$ cat config.mk
export PLATFORM = sky130hd
export DESIGN_NAME = ofs_failsafe
export DESIGN_NICKNAME = d
export VERILOG_FILES = /design/src/logic/ofs_clk_switch.v /design/src/logic/ofs_failsafe.v
export VERILOG_INCLUDE_DIRS = /design/src /design/src/logic
export SDC_FILE = /design/constraint.sdc
export NUM_CORES = 1
export LEC_CHECK = 0
export BUFFER_PORTS_ARGS = -buffer_cell sky130_fd_sc_hd__buf_2
export CORE_UTILIZATION = 60
export DETAILED_ROUTE_END_ITERATION = 8
export PLACE_DENSITY = 0.81
export SYNTH_ARGS = -nofsm -noshare
export SYNTH_HDL_FRONTEND = slang
export SYNTH_HIERARCHICAL = 1
export SYNTH_SLANG_ARGS = --single-unit
$ cat constraint.sdc
create_clock -name REF_CLK -period 2.9 [get_ports REF_CLK]
set_input_delay 0.145 -clock REF_CLK [delete_from_list [all_inputs] [get_ports REF_CLK]]
set_output_delay 0.145 -clock REF_CLK [all_outputs]
set_load 0.05 [all_outputs]
$ cat src/logic/ofs_regs.vh
// constants for the oscillator fault and fail-safe clock switch
`ifndef OFS_REGS_VH
`define OFS_REGS_VH

// clock source select encodings (shared by master, subsystem and auxiliary selects)
`define OFS_SRC_XT1 3'h0
`define OFS_SRC_VLO 3'h1
`define OFS_SRC_TRIMMED_REFERENCE_OSCILLATOR 3'h2
`define OFS_SRC_DCO 3'h3
`define OFS_SRC_DCODIV 3'h4
`define OFS_SRC_XT2 3'h5
`define OFS_SRC_W 3
`define OFS_NUM_SRC 6

// loop reference select encodings
`define OFS_REF_XT1 3'h0
`define OFS_REF_TRIMMED_REFERENCE_OSCILLATOR 3'h2
`define OFS_REF_XT2 3'h5

// tap select field limits and location in the first control register
`define OFS_TAP_W 5
`define OFS_TAP_LSB 8
`define OFS_TAP_MSB 12
`define OFS_TAP_MIN 5'h00
`define OFS_TAP_MAX 5'h1F

// fault-clear counter maxima, counted in crystal clock edges
`define OFS_CNT_W 14
`define OFS_CNT_MAX_LF 8192
`define OFS_CNT_MAX_HF 1024
`define OFS_CNT_ZERO 14'h0000
`define OFS_CNT_ONE 14'h0001

// reset values
`define OFS_COMBINED_RESET 1'b1
`define OFS_IRQ_EN_RESET 1'b0

// switch state codes, one-hot
`define OFS_ST_RUN 3'h1
`define OFS_ST_FINISH 3'h2
`define OFS_ST_HOLD 3'h4

`endif

$ cat src/logic/ofs_clk_switch.v
// glitch-free clock source switch working on sampled source levels
`timescale 1ns/1ps
`include "ofs_regs.vh"

module ofs_clk_switch (
    // clock and reset
    input wire clk,
    input wire rst_b,
    // sampled source levels, indexed by source code
    input wire [`OFS_NUM_SRC-1:0] src_lvl,
    // requested source
    input wire [`OFS_SRC_W-1:0] sel,
    // sources known to be dead, indexed by source code
    input wire [`OFS_NUM_SRC-1:0] src_dead,
    // switched clock
    output reg clk_out,
    output wire [`OFS_SRC_W-1:0] cur_sel
);
    localparam [2:0] ST_RUN = `OFS_ST_RUN;
    localparam [2:0] ST_FINISH = `OFS_ST_FINISH;
    localparam [2:0] ST_HOLD = `OFS_ST_HOLD;

    reg [2:0] state_q;
    reg [`OFS_SRC_W-1:0] cur_q;
    reg [`OFS_SRC_W-1:0] new_q;
    reg [`OFS_NUM_SRC-1:0] prev_q;

    wire [`OFS_NUM_SRC-1:0] rise;

    // unmapped codes fall back to the divided controlled-oscillator clock
    function pick;
        input [`OFS_NUM_SRC-1:0] v;
        input [`OFS_SRC_W-1:0] idx;
        begin
            if (idx > `OFS_SRC_XT2) begin
                pick = v[`OFS_SRC_DCODIV];
            end else begin
                pick = v[idx];
            end
        end
    endfunction

    assign rise = src_lvl & ~prev_q;
    assign cur_sel = cur_q;

    always @(posedge clk or negedge rst_b) begin
        if (!rst_b) begin
            state_q <= ST_RUN;
            cur_q <= `OFS_SRC_DCODIV;
            new_q <= `OFS_SRC_DCODIV;
            prev_q <= {`OFS_NUM_SRC{1'b0}};
            clk_out <= 1'b0;
        end else begin
            prev_q <= src_lvl;
            case (state_q)
                ST_RUN: begin
                    clk_out <= pick(src_lvl, cur_q);
                    if (sel != cur_q) begin
                        new_q <= sel;
                        state_q <= ST_FINISH;
                    end
                end
                ST_FINISH: begin
                    // old cycle runs to its next rising edge; a dead source ends the wait
                    if (pick(rise, cur_q) || pick(src_dead, cur_q)) begin
                        clk_out <= 1'b1;
                        state_q <= ST_HOLD;
                    end else begin
                        clk_out <= pick(src_lvl, cur_q);
                    end
                end
                ST_HOLD: begin
                    // held high until the new source rises, then its full high period
                    clk_out <= 1'b1;
                    if (pick(rise, new_q)) begin
                        cur_q <= new_q;
                        state_q <= ST_RUN;
                    end else if (pick(src_dead, new_q) && (sel != new_q)) begin
                        // target died while waited for; retarget with output held high
                        new_q <= sel;
                    end
                end
                default: begin
                    state_q <= ST_RUN;
                    clk_out <= 1'b0;
                end
            endcase
        end
    end
endmodule // ofs_clk_switch

$ cat src/logic/ofs_failsafe.v
// oscillator fault detection, fault flags and fail-safe clock selection
`timescale 1ns/1ps
`include "ofs_regs.vh"

module ofs_failsafe #(
    parameter integer CNT_MAX_LF = `OFS_CNT_MAX_LF,
    parameter integer CNT_MAX_HF = `OFS_CNT_MAX_HF
) (
    // clock and reset
    input wire REF_CLK,
    input wire RST_B,
    // crystal one status
    input wire XT1_ON,
    input wire XT1_HF_MODE,
    input wire XT1_BYPASS,
    input wire XT1_RUNNING,
    // crystal two status
    input wire XT2_ON,
    input wire XT2_BYPASS,
    input wire XT2_RUNNING,
    // sampled source clock levels
    input wire XT1_CLK,
    input wire VLO_CLK,
    input wire TRIMMED_REFERENCE_OSCILLATOR_CLK,
    input wire DCO_CLK,
    input wire DCO_DIV_CLK,
    input wire XT2_CLK,
    // loop state
    input wire [`OFS_TAP_W-1:0] TAP_SELECT_FIELD,
    input wire [`OFS_SRC_W-1:0] LOOP_REFERENCE_SELECT,
    input wire SIGMA_DELTA_CLOCK_FAULT,
    // software source selects
    input wire [`OFS_SRC_W-1:0] MASTER_SOURCE_SELECT,
    input wire [`OFS_SRC_W-1:0] SUBSYSTEM_SOURCE_SELECT,
    input wire [`OFS_SRC_W-1:0] AUXILIARY_SOURCE_SELECT,
    // software flag clears, one-cycle pulses
    input wire CLR_XTAL1_LOW_FREQ_FAULT_FLAG,
    input wire CLR_XTAL1_HIGH_FREQ_FAULT_FLAG,
    input wire CLR_XTAL2_FAULT_FLAG,
    input wire CLR_CTRL_OSC_FAULT_FLAG,
    input wire CLR_COMBINED_FAULT_IRQ_FLAG,
    // interrupt enable write
    input wire FAULT_IRQ_ENABLE_WR,
    input wire FAULT_IRQ_ENABLE_DATA,
    // flags
    output reg XTAL1_LOW_FREQ_FAULT_FLAG,
    output reg XTAL1_HIGH_FREQ_FAULT_FLAG,
    output reg XTAL2_FAULT_FLAG,
    output reg CTRL_OSC_FAULT_FLAG,
    output reg COMBINED_FAULT_IRQ_FLAG,
    output reg FAULT_IRQ_ENABLE,
    output wire NMI_REQ,
    // internal crystal fault signals
    output reg XT1_FAULT_SIGNAL,
    output reg XT2_FAULT_SIGNAL,
    // clocks
    output reg LOOP_REFERENCE_CLOCK,
    output wire MASTER_CLOCK,
    output wire SUBSYSTEM_CLOCK,
    output wire AUXILIARY_CLOCK,
    // fail-safe substitution active per clock
    output reg MASTER_FAILSAFE,
    output reg SUBSYSTEM_FAILSAFE,
    output reg AUXILIARY_FAILSAFE
);
    reg [`OFS_CNT_W-1:0] xt1_cnt_q;
    reg [`OFS_CNT_W-1:0] xt2_cnt_q;
    reg xt1_clk_prev_q;
    reg xt2_clk_prev_q;
    reg xt1_hf_at_fault_q;
    reg [1:0] xt1_sync_q;
    reg [1:0] xt2_sync_q;

    wire xt1_rise;
    wire xt2_rise;
    wire xt1_fault;
    wire xt2_fault;
    wire xt1_lf_cond;
    wire xt1_hf_cond;
    wire dco_cond;
    wire any_fault;
    wire restore;
    wire [`OFS_NUM_SRC-1:0] src_lvl;
    wire [`OFS_NUM_SRC-1:0] src_dead;
    wire [`OFS_SRC_W-1:0] master_eff;
    wire [`OFS_SRC_W-1:0] subsys_eff;
    wire [`OFS_SRC_W-1:0] aux_eff;

    // counter maximum for the crystal mode
    function [`OFS_CNT_W-1:0] cnt_limit;
        input hf;
        input bypass;
        begin
            if (hf && !bypass) begin
                cnt_limit = CNT_MAX_HF[`OFS_CNT_W-1:0];
            end else begin
                cnt_limit = CNT_MAX_LF[`OFS_CNT_W-1:0];
            end
        end
    endfunction

    // is the selected source a faulted crystal
    function src_faulted;
        input [`OFS_SRC_W-1:0] sel;
        input f1;
        input f2;
        begin
            src_faulted = ((sel == `OFS_SRC_XT1) && f1) || ((sel == `OFS_SRC_XT2) && f2);
        end
    endfunction

    // backup source: trimmed oscillator for low-freq crystal one, else divided clock
    function [`OFS_SRC_W-1:0] backup_src;
        input [`OFS_SRC_W-1:0] sel;
        input hf;
        begin
            if ((sel == `OFS_SRC_XT1) && !hf) begin
                backup_src = `OFS_SRC_TRIMMED_REFERENCE_OSCILLATOR;
            end else begin
                backup_src = `OFS_SRC_DCODIV;
            end
        end
    endfunction

    assign xt1_rise = XT1_CLK & ~xt1_clk_prev_q;
    assign xt2_rise = XT2_CLK & ~xt2_clk_prev_q;

    // crystal fault counters: restart on fault, count edges after recovery
    always @(posedge REF_CLK or negedge RST_B) begin
        if (!RST_B) begin
            xt1_cnt_q <= `OFS_CNT_ZERO;
            xt2_cnt_q <= `OFS_CNT_ZERO;
            XT1_FAULT_SIGNAL <= 1'b0;
            XT2_FAULT_SIGNAL <= 1'b0;
            xt1_clk_prev_q <= 1'b0;
            xt2_clk_prev_q <= 1'b0;
        end else begin
            xt1_clk_prev_q <= XT1_CLK;
            xt2_clk_prev_q <= XT2_CLK;
            if (!XT1_ON) begin
                XT1_FAULT_SIGNAL <= 1'b0;
                xt1_cnt_q <= `OFS_CNT_ZERO;
            end else if (!XT1_RUNNING) begin
                XT1_FAULT_SIGNAL <= 1'b1;
                xt1_cnt_q <= `OFS_CNT_ZERO;
            end else if (XT1_FAULT_SIGNAL && xt1_rise) begin
                xt1_cnt_q <= xt1_cnt_q + `OFS_CNT_ONE;
                if (xt1_cnt_q + `OFS_CNT_ONE >= cnt_limit(XT1_HF_MODE, XT1_BYPASS)) begin
                    XT1_FAULT_SIGNAL <= 1'b0;
                end
            end
            if (!XT2_ON) begin
                XT2_FAULT_SIGNAL <= 1'b0;
                xt2_cnt_q <= `OFS_CNT_ZERO;
            end else if (!XT2_RUNNING) begin
                XT2_FAULT_SIGNAL <= 1'b1;
                xt2_cnt_q <= `OFS_CNT_ZERO;
            end else if (XT2_FAULT_SIGNAL && xt2_rise) begin
                xt2_cnt_q <= xt2_cnt_q + `OFS_CNT_ONE;
                if (xt2_cnt_q + `OFS_CNT_ONE >= cnt_limit(1'b1, XT2_BYPASS)) begin
                    XT2_FAULT_SIGNAL <= 1'b0;
                end
            end
        end
    end

    // two-stage synchronisers; first stage feeds only the second
    always @(posedge REF_CLK or negedge RST_B) begin
        if (!RST_B) begin
            xt1_sync_q <= 2'b00;
            xt2_sync_q <= 2'b00;
            xt1_hf_at_fault_q <= 1'b0;
        end else begin
            xt1_sync_q <= {xt1_sync_q[0], XT1_FAULT_SIGNAL};
            xt2_sync_q <= {xt2_sync_q[0], XT2_FAULT_SIGNAL};
            xt1_hf_at_fault_q <= XT1_HF_MODE;
        end
    end

    assign xt1_fault = xt1_sync_q[1];
    assign xt2_fault = xt2_sync_q[1];
    assign xt1_lf_cond = xt1_fault && !xt1_hf_at_fault_q;
    assign xt1_hf_cond = xt1_fault && xt1_hf_at_fault_q;
    // tap field arrives as bits twelve to eight of the first control register
    assign dco_cond = (TAP_SELECT_FIELD == `OFS_TAP_MIN) ||
                      (TAP_SELECT_FIELD == `OFS_TAP_MAX);
    assign any_fault = xt1_lf_cond | xt1_hf_cond | xt2_fault | dco_cond |
                       SIGMA_DELTA_CLOCK_FAULT;
    assign restore = CLR_COMBINED_FAULT_IRQ_FLAG && !any_fault;

    // sticky flags; a live condition wins over a software clear
    always @(posedge REF_CLK or negedge RST_B) begin
        if (!RST_B) begin
            XTAL1_LOW_FREQ_FAULT_FLAG <= 1'b0;
            XTAL1_HIGH_FREQ_FAULT_FLAG <= 1'b0;
            XTAL2_FAULT_FLAG <= 1'b0;
            CTRL_OSC_FAULT_FLAG <= 1'b0;
            COMBINED_FAULT_IRQ_FLAG <= `OFS_COMBINED_RESET;
            FAULT_IRQ_ENABLE <= `OFS_IRQ_EN_RESET;
        end else begin
            XTAL1_LOW_FREQ_FAULT_FLAG <= xt1_lf_cond |
                (XTAL1_LOW_FREQ_FAULT_FLAG & ~CLR_XTAL1_LOW_FREQ_FAULT_FLAG);
            XTAL1_HIGH_FREQ_FAULT_FLAG <= xt1_hf_cond |
                (XTAL1_HIGH_FREQ_FAULT_FLAG & ~CLR_XTAL1_HIGH_FREQ_FAULT_FLAG);
            XTAL2_FAULT_FLAG <= xt2_fault |
                (XTAL2_FAULT_FLAG & ~CLR_XTAL2_FAULT_FLAG);
            CTRL_OSC_FAULT_FLAG <= dco_cond |
                (CTRL_OSC_FAULT_FLAG & ~CLR_CTRL_OSC_FAULT_FLAG);
            COMBINED_FAULT_IRQ_FLAG <= any_fault |
                (COMBINED_FAULT_IRQ_FLAG & ~CLR_COMBINED_FAULT_IRQ_FLAG);
            // only software writes change the enable; grant has no effect
            if (FAULT_IRQ_ENABLE_WR) begin
                FAULT_IRQ_ENABLE <= FAULT_IRQ_ENABLE_DATA;
            end
        end
    end

    assign NMI_REQ = COMBINED_FAULT_IRQ_FLAG & FAULT_IRQ_ENABLE;

    // fail-safe substitution, held until combined flag cleared with no fault
    always @(posedge REF_CLK or negedge RST_B) begin
        if (!RST_B) begin
            MASTER_FAILSAFE <= 1'b0;
            SUBSYSTEM_FAILSAFE <= 1'b0;
            AUXILIARY_FAILSAFE <= 1'b0;
        end else begin
            MASTER_FAILSAFE <= src_faulted(MASTER_SOURCE_SELECT, xt1_fault, xt2_fault) |
                (MASTER_FAILSAFE & ~restore);
            SUBSYSTEM_FAILSAFE <= src_faulted(SUBSYSTEM_SOURCE_SELECT, xt1_fault, xt2_fault) |
                (SUBSYSTEM_FAILSAFE & ~restore);
            AUXILIARY_FAILSAFE <= src_faulted(AUXILIARY_SOURCE_SELECT, xt1_fault, xt2_fault) |
                (AUXILIARY_FAILSAFE & ~restore);
        end
    end

    // select inputs are never altered; only the effective choice changes
    assign master_eff = MASTER_FAILSAFE ?
        backup_src(MASTER_SOURCE_SELECT, xt1_hf_at_fault_q) : MASTER_SOURCE_SELECT;
    assign subsys_eff = SUBSYSTEM_FAILSAFE ?
        backup_src(SUBSYSTEM_SOURCE_SELECT, xt1_hf_at_fault_q) : SUBSYSTEM_SOURCE_SELECT;
    assign aux_eff = AUXILIARY_FAILSAFE ?
        backup_src(AUXILIARY_SOURCE_SELECT, xt1_hf_at_fault_q) : AUXILIARY_SOURCE_SELECT;

    // divided clock passes straight through; it never depends on the tap
    assign src_lvl = {XT2_CLK, DCO_DIV_CLK, DCO_CLK, TRIMMED_REFERENCE_OSCILLATOR_CLK, VLO_CLK, XT1_CLK};
    // a faulted crystal gives no edges for a switch to wait on
    assign src_dead = {xt2_fault, 4'h0, xt1_fault};

    // loop reference selection
    always @(posedge REF_CLK or negedge RST_B) begin
        if (!RST_B) begin
            LOOP_REFERENCE_CLOCK <= 1'b0;
        end else begin
            case (LOOP_REFERENCE_SELECT)
                `OFS_REF_XT1: begin
                    if (xt1_lf_cond) begin
                        LOOP_REFERENCE_CLOCK <= TRIMMED_REFERENCE_OSCILLATOR_CLK;
                    end else if (xt1_hf_cond) begin
                        LOOP_REFERENCE_CLOCK <= 1'b0;
                    end else begin
                        LOOP_REFERENCE_CLOCK <= XT1_CLK;
                    end
                end
                `OFS_REF_XT2: begin
                    LOOP_REFERENCE_CLOCK <= xt2_fault ? 1'b0 : XT2_CLK;
                end
                default: begin
                    LOOP_REFERENCE_CLOCK <= TRIMMED_REFERENCE_OSCILLATOR_CLK;
                end
            endcase
        end
    end

    ofs_clk_switch u_master_sw (
        .clk(REF_CLK),
        .rst_b(RST_B),
        .src_lvl(src_lvl),
        .src_dead(src_dead),
        .sel(master_eff),
        .clk_out(MASTER_CLOCK),
        .cur_sel()
    );

    ofs_clk_switch u_subsys_sw (
        .clk(REF_CLK),
        .rst_b(RST_B),
        .src_lvl(src_lvl),
        .src_dead(src_dead),
        .sel(subsys_eff),
        .clk_out(SUBSYSTEM_CLOCK),
        .cur_sel()
    );

    ofs_clk_switch u_aux_sw (
        .clk(REF_CLK),
        .rst_b(RST_B),
        .src_lvl(src_lvl),
        .src_dead(src_dead),
        .sel(aux_eff),
        .clk_out(AUXILIARY_CLOCK),
        .cur_sel()
    );
endmodule // ofs_failsafe

==> summary.md <==
| Metric | Value |
|---|---|
| LEAKAGE | roughly 2.8 nW |
| Post-synthesis register bit count | 95 |
| Main synth FF type | dfrtp_1 |
| Max-slew violation total from the final report | 0 |
| Worst hold endpoint | COMBINED_FAULT_IRQ_FLAG |
| Async SR Flop Fraction | between 90% and 100% |
| Crit-path max cell delay | about 0.44 ns |
| Fin crit share | approximately 83% |
| CP Cell Sequence | and4_1 > nand3_2 > nor3_1 > xor2_1 > ha_1 > a21boi_0 > o21ai_0 > o41ai_1 |
| Reg2Reg Capture Point | XT2_FAULT_SIGNAL |
| CP required | between 3 and 4 ns |
| Combinational share of power | a little over a third |
| Vias per cell | a little under 6 |
| Die area | between 0.009 and 0.01 mm^2 |
| Pin count of the biggest net entering global routing | 53 |
| Synth top area cells | dfrtp_1 (38%), dfstp_2 (4.7%), xnor2_1 (4.7%), mux2_4 (3.2%), nor2_1 (3.2%) |
| CTS tree | built |
| Critical Path Fanout Max | 8 |
| Worst-case clock buffer depth | 2 |
| HP Start | SIGMA_DELTA_CLOCK_FAULT |
| DR DRC count | 0 |
| Avg Cell Area, Syn | 10.06 um^2 |
| Wire per inst | 16.07 um |
| Crit-path slowest cell | dfrtp_1 |
| I/O pins | 56 |
| Congestion Overflow GR | 0 |
| Seq pwr share | 43.6% |
| Core area | roughly 0.009 mm^2 |
| Setup TNS | 0 ns |
| DR iter-0 viols | about 250 |
| Antenna violations before repair | 0 |
| Area leader, netlist | dfrtp_1 |
| VDD IR max | 0.0003000 V |
| CTS clock-pin slew for the worst setup and hold paths | 0.09 ns |
| RSZ-0062 raised after global routing | no |
| HPWL Detailed | 8557 um |
| Internal Pwr Total | between 0.002 and 0.003 W |
| Netlist cell types | 66 |
| Synthesis-to-finish area growth | 13.17% |
| Most frequent cell after synthesis | dfrtp_1 |
| WHS Path Cells | 3 |
| CP endpoint kind | flip-flop |
| Synth Warn # | 6 |
| Vias in the first global route | 4353 |
| ANT cells | 0 |
| Layout Utilization | just over 70% |
| Slew at the pin closest to its max-slew limit | between 0.5 and 0.6 ns |
| Status | finished, final reports clean |
| EDFF count, synth | 0 |
| Crit Path Class | reg -> reg |
| Clk pwr share | between 20% and 30% |
| WL final | between 10000 and 15000 um |
| Slew margin rel. | roughly 62% |
| DR pass1 iterations | 5 |
| First-pass GRT wire length | between 20000 and 25000 um |
| Clock Skew | approximately 0.018 ns |
| CTS buffer count | 9 |
| Resize count post-CTS | 0 |
| Rows | 34 |
| RePlAce Congestion | 0.9312 |
| Sequential-to-total area share from yosys stat | around 43% |
| Final min period | between 2 and 2.5 ns |
| Root Driver | clkbuf_8 |
| Post-Syn Area | roughly 0.0056 mm^2 |
| # port buffers | 55 |
| Routed Antenna Nets | 0 |
| Clk_lat worst skew | 0.38 ns |
| Net switching power | around 0.0016 W |
| Sink Count | between 90 and 100 |
| DR vias | about 4.4k |
| Share of cells above drive strength 1 | 21.24% |
| Max cap viols | 0 |
| Net Sw Frac | between 30% and 40% |
| Initial Util | a little over three fifths |
| Final setup viols | 0 |
| Gate Count Post-Synth | 558 |
| Fmax | 416.9 MHz |
| R2r setup slk | 0.50 ns |
| Final net count | 686 |
| FF-to-FF Start | xt2_cnt_q[3] |
| Final Hold Viols | 0 |
| H-tree levels | 3 |
| Setup crit start kind | flip-flop |
| Power per cell area | 715.2 mW/mm^2 |
| Top cell type's share of synthesized area | 37.89% |
| Die height | slightly below 100 um |
| DIE WIDTH | a little under 100 um |
| Type of the tightest min-delay check | in -> reg |
| Synth cell count leaders | dfrtp_1 (85), nor2_1 (48), o21ai_0 (32), xnor2_1 (30) |
| Worst Path Arrival | ~2.7 ns |
| Cells on worst reg2reg path | 8 |
| Global Route Usage Sum | 26.79% |
sequential cells by signal, indices dropped and copies added (netlist names), 2 cells and up:
register / cells
u_aux_sw/cur_sel: 3
u_aux_sw/new_q: 3
u_aux_sw/prev_q: 6
u_aux_sw/state_q: 3
u_master_sw/cur_sel: 3
u_master_sw/new_q: 3
u_master_sw/prev_q: 6
u_master_sw/state_q: 3
u_subsys_sw/cur_sel: 3
u_subsys_sw/new_q: 3
u_subsys_sw/prev_q: 6
u_subsys_sw/state_q: 3
xt1_cnt_q: 14
xt1_sync_q: 2
xt2_cnt_q: 14
xt2_sync_q: 2
critical path, delay by kind of cell (launching register included):
family | cells | cell delay [ns]
DFF | 1 | 0.44
adders and majority gates | 1 | 0.19
xor gates and xnor gates | 1 | 0.10
and+or+nand+nor | 3 | 0.85
AOI/OAI and AO/OA | 3 | 0.70
layout by cell type, fill, tap and decap left out, types with 11 or more instances in the layout:
| cell type | instances |
|---|---|
| a21oi_1 | 20 |
| buf_2 | 54 |
| clkbuf_8 | 12 |
| conb_1 | 24 |
| dfrtp_1 | 85 |
| dlygate4sd3_1 | 12 |
| inv_1 | 22 |
| mux2_2 | 13 |
| mux2_4 | 12 |
| mux2i_1 | 11 |
| nand2_1 | 27 |
| nand2b_1 | 15 |
| nand3_1 | 27 |
| nand4_1 | 11 |
| nor2_1 | 48 |
| nor2b_1 | 22 |
| o21ai_0 | 32 |
| xnor2_1 | 30 |
| xor2_1 | 14 |
worst max path at each step:
stage / cells after the start / startpoint / to / slack, ns
after detailed placement: 9 / xt1_cnt_q[5] / XT1_FAULT_SIGNAL / 0.52
after global routing: 8 / xt2_cnt_q[3] / XT2_FAULT_SIGNAL / 0.23
after CTS: 9 / xt1_cnt_q[5] / XT1_FAULT_SIGNAL / 0.50
after global placement: 9 / xt1_cnt_q[0] / XT1_FAULT_SIGNAL / 0.63
final: 8 / xt2_cnt_q[3] / XT2_FAULT_SIGNAL / 0.50
after floorplan: 10 / xt1_cnt_q[0] / XT1_FAULT_SIGNAL / 0.75
kinds of logic (layout without fill, tap and decap cells):
| group | count (synthesis) | after routing | synth area share [%] |
|---|---|---|---|
| and+or+nand+nor | 225 | 225 | 22.55 |
| AOI/OAI and AO/OA | 103 | 103 | 13.02 |
| muxes | 42 | 42 | 10.19 |
| buffers and inverters | 42 | 106 | 3.410 |
| xor gates and xnor gates | 44 | 44 | 6.864 |
| other | 1 | 24 | 0.06680 |
| adders and majority gates | 6 | 6 | 1.337 |
| DFF | 95 | 95 | 42.57 |
power by group through the flow:
stage	sequential [W]	clock (W)	combinational, W
finish	0.00198	0.000924	0.00164
detailed placement	0.00200	0	0.00163
global placement	0.00198	0	0.00157
global route	0.00203	0.000985	0.00180
CTS	0.00198	0.000937	0.00165
floorplan	0.00195	0	0.00133
area by class of cell:
cell class	instances	area, um^2
fill	657	2537
sequential	95	2390
clock buffer	13	168.9
inverter	22	82.58
timing repair buffer	68	417.9
tap	108	135.1
clock inverter	3	40.04
multi-input combinational	444	3119
per-layer routing:
metal / track usage, % / routed length (um) / vias to the layer above
met3: 3.121 / 426 / 20
met4: 12.06 / 283 / 0
met1: 34.25 / 5379 / 2142
li1: - / - / 2145
met5: 0 / 0 / -
met2: 46.10 / 6014 / 101
what timing repair did:
item                      CTS  global route
hold endpoints to repair   58             0
buffers inserted            0             0
hold buffers               12             0
per-stage QoR:
step           std cells  area (um^2)  setup slack (ns)  hold slack (ns)  power, W
2_1_floorplan        581         5700            0.7507          -0.1506  0.003283
3_3_place_gp         725         6025            0.6298           0.1808  0.003550
3_5_place_dp         725         6025            0.5216           0.1818  0.003627
4_1_cts              753         6354            0.4981         0.003442  0.004561
5_1_grt              753         6354            0.2342         0.006174  0.004816
6_report             753         6354            0.5015         0.006793  0.004544
Power figures use the tool's default switching activity.
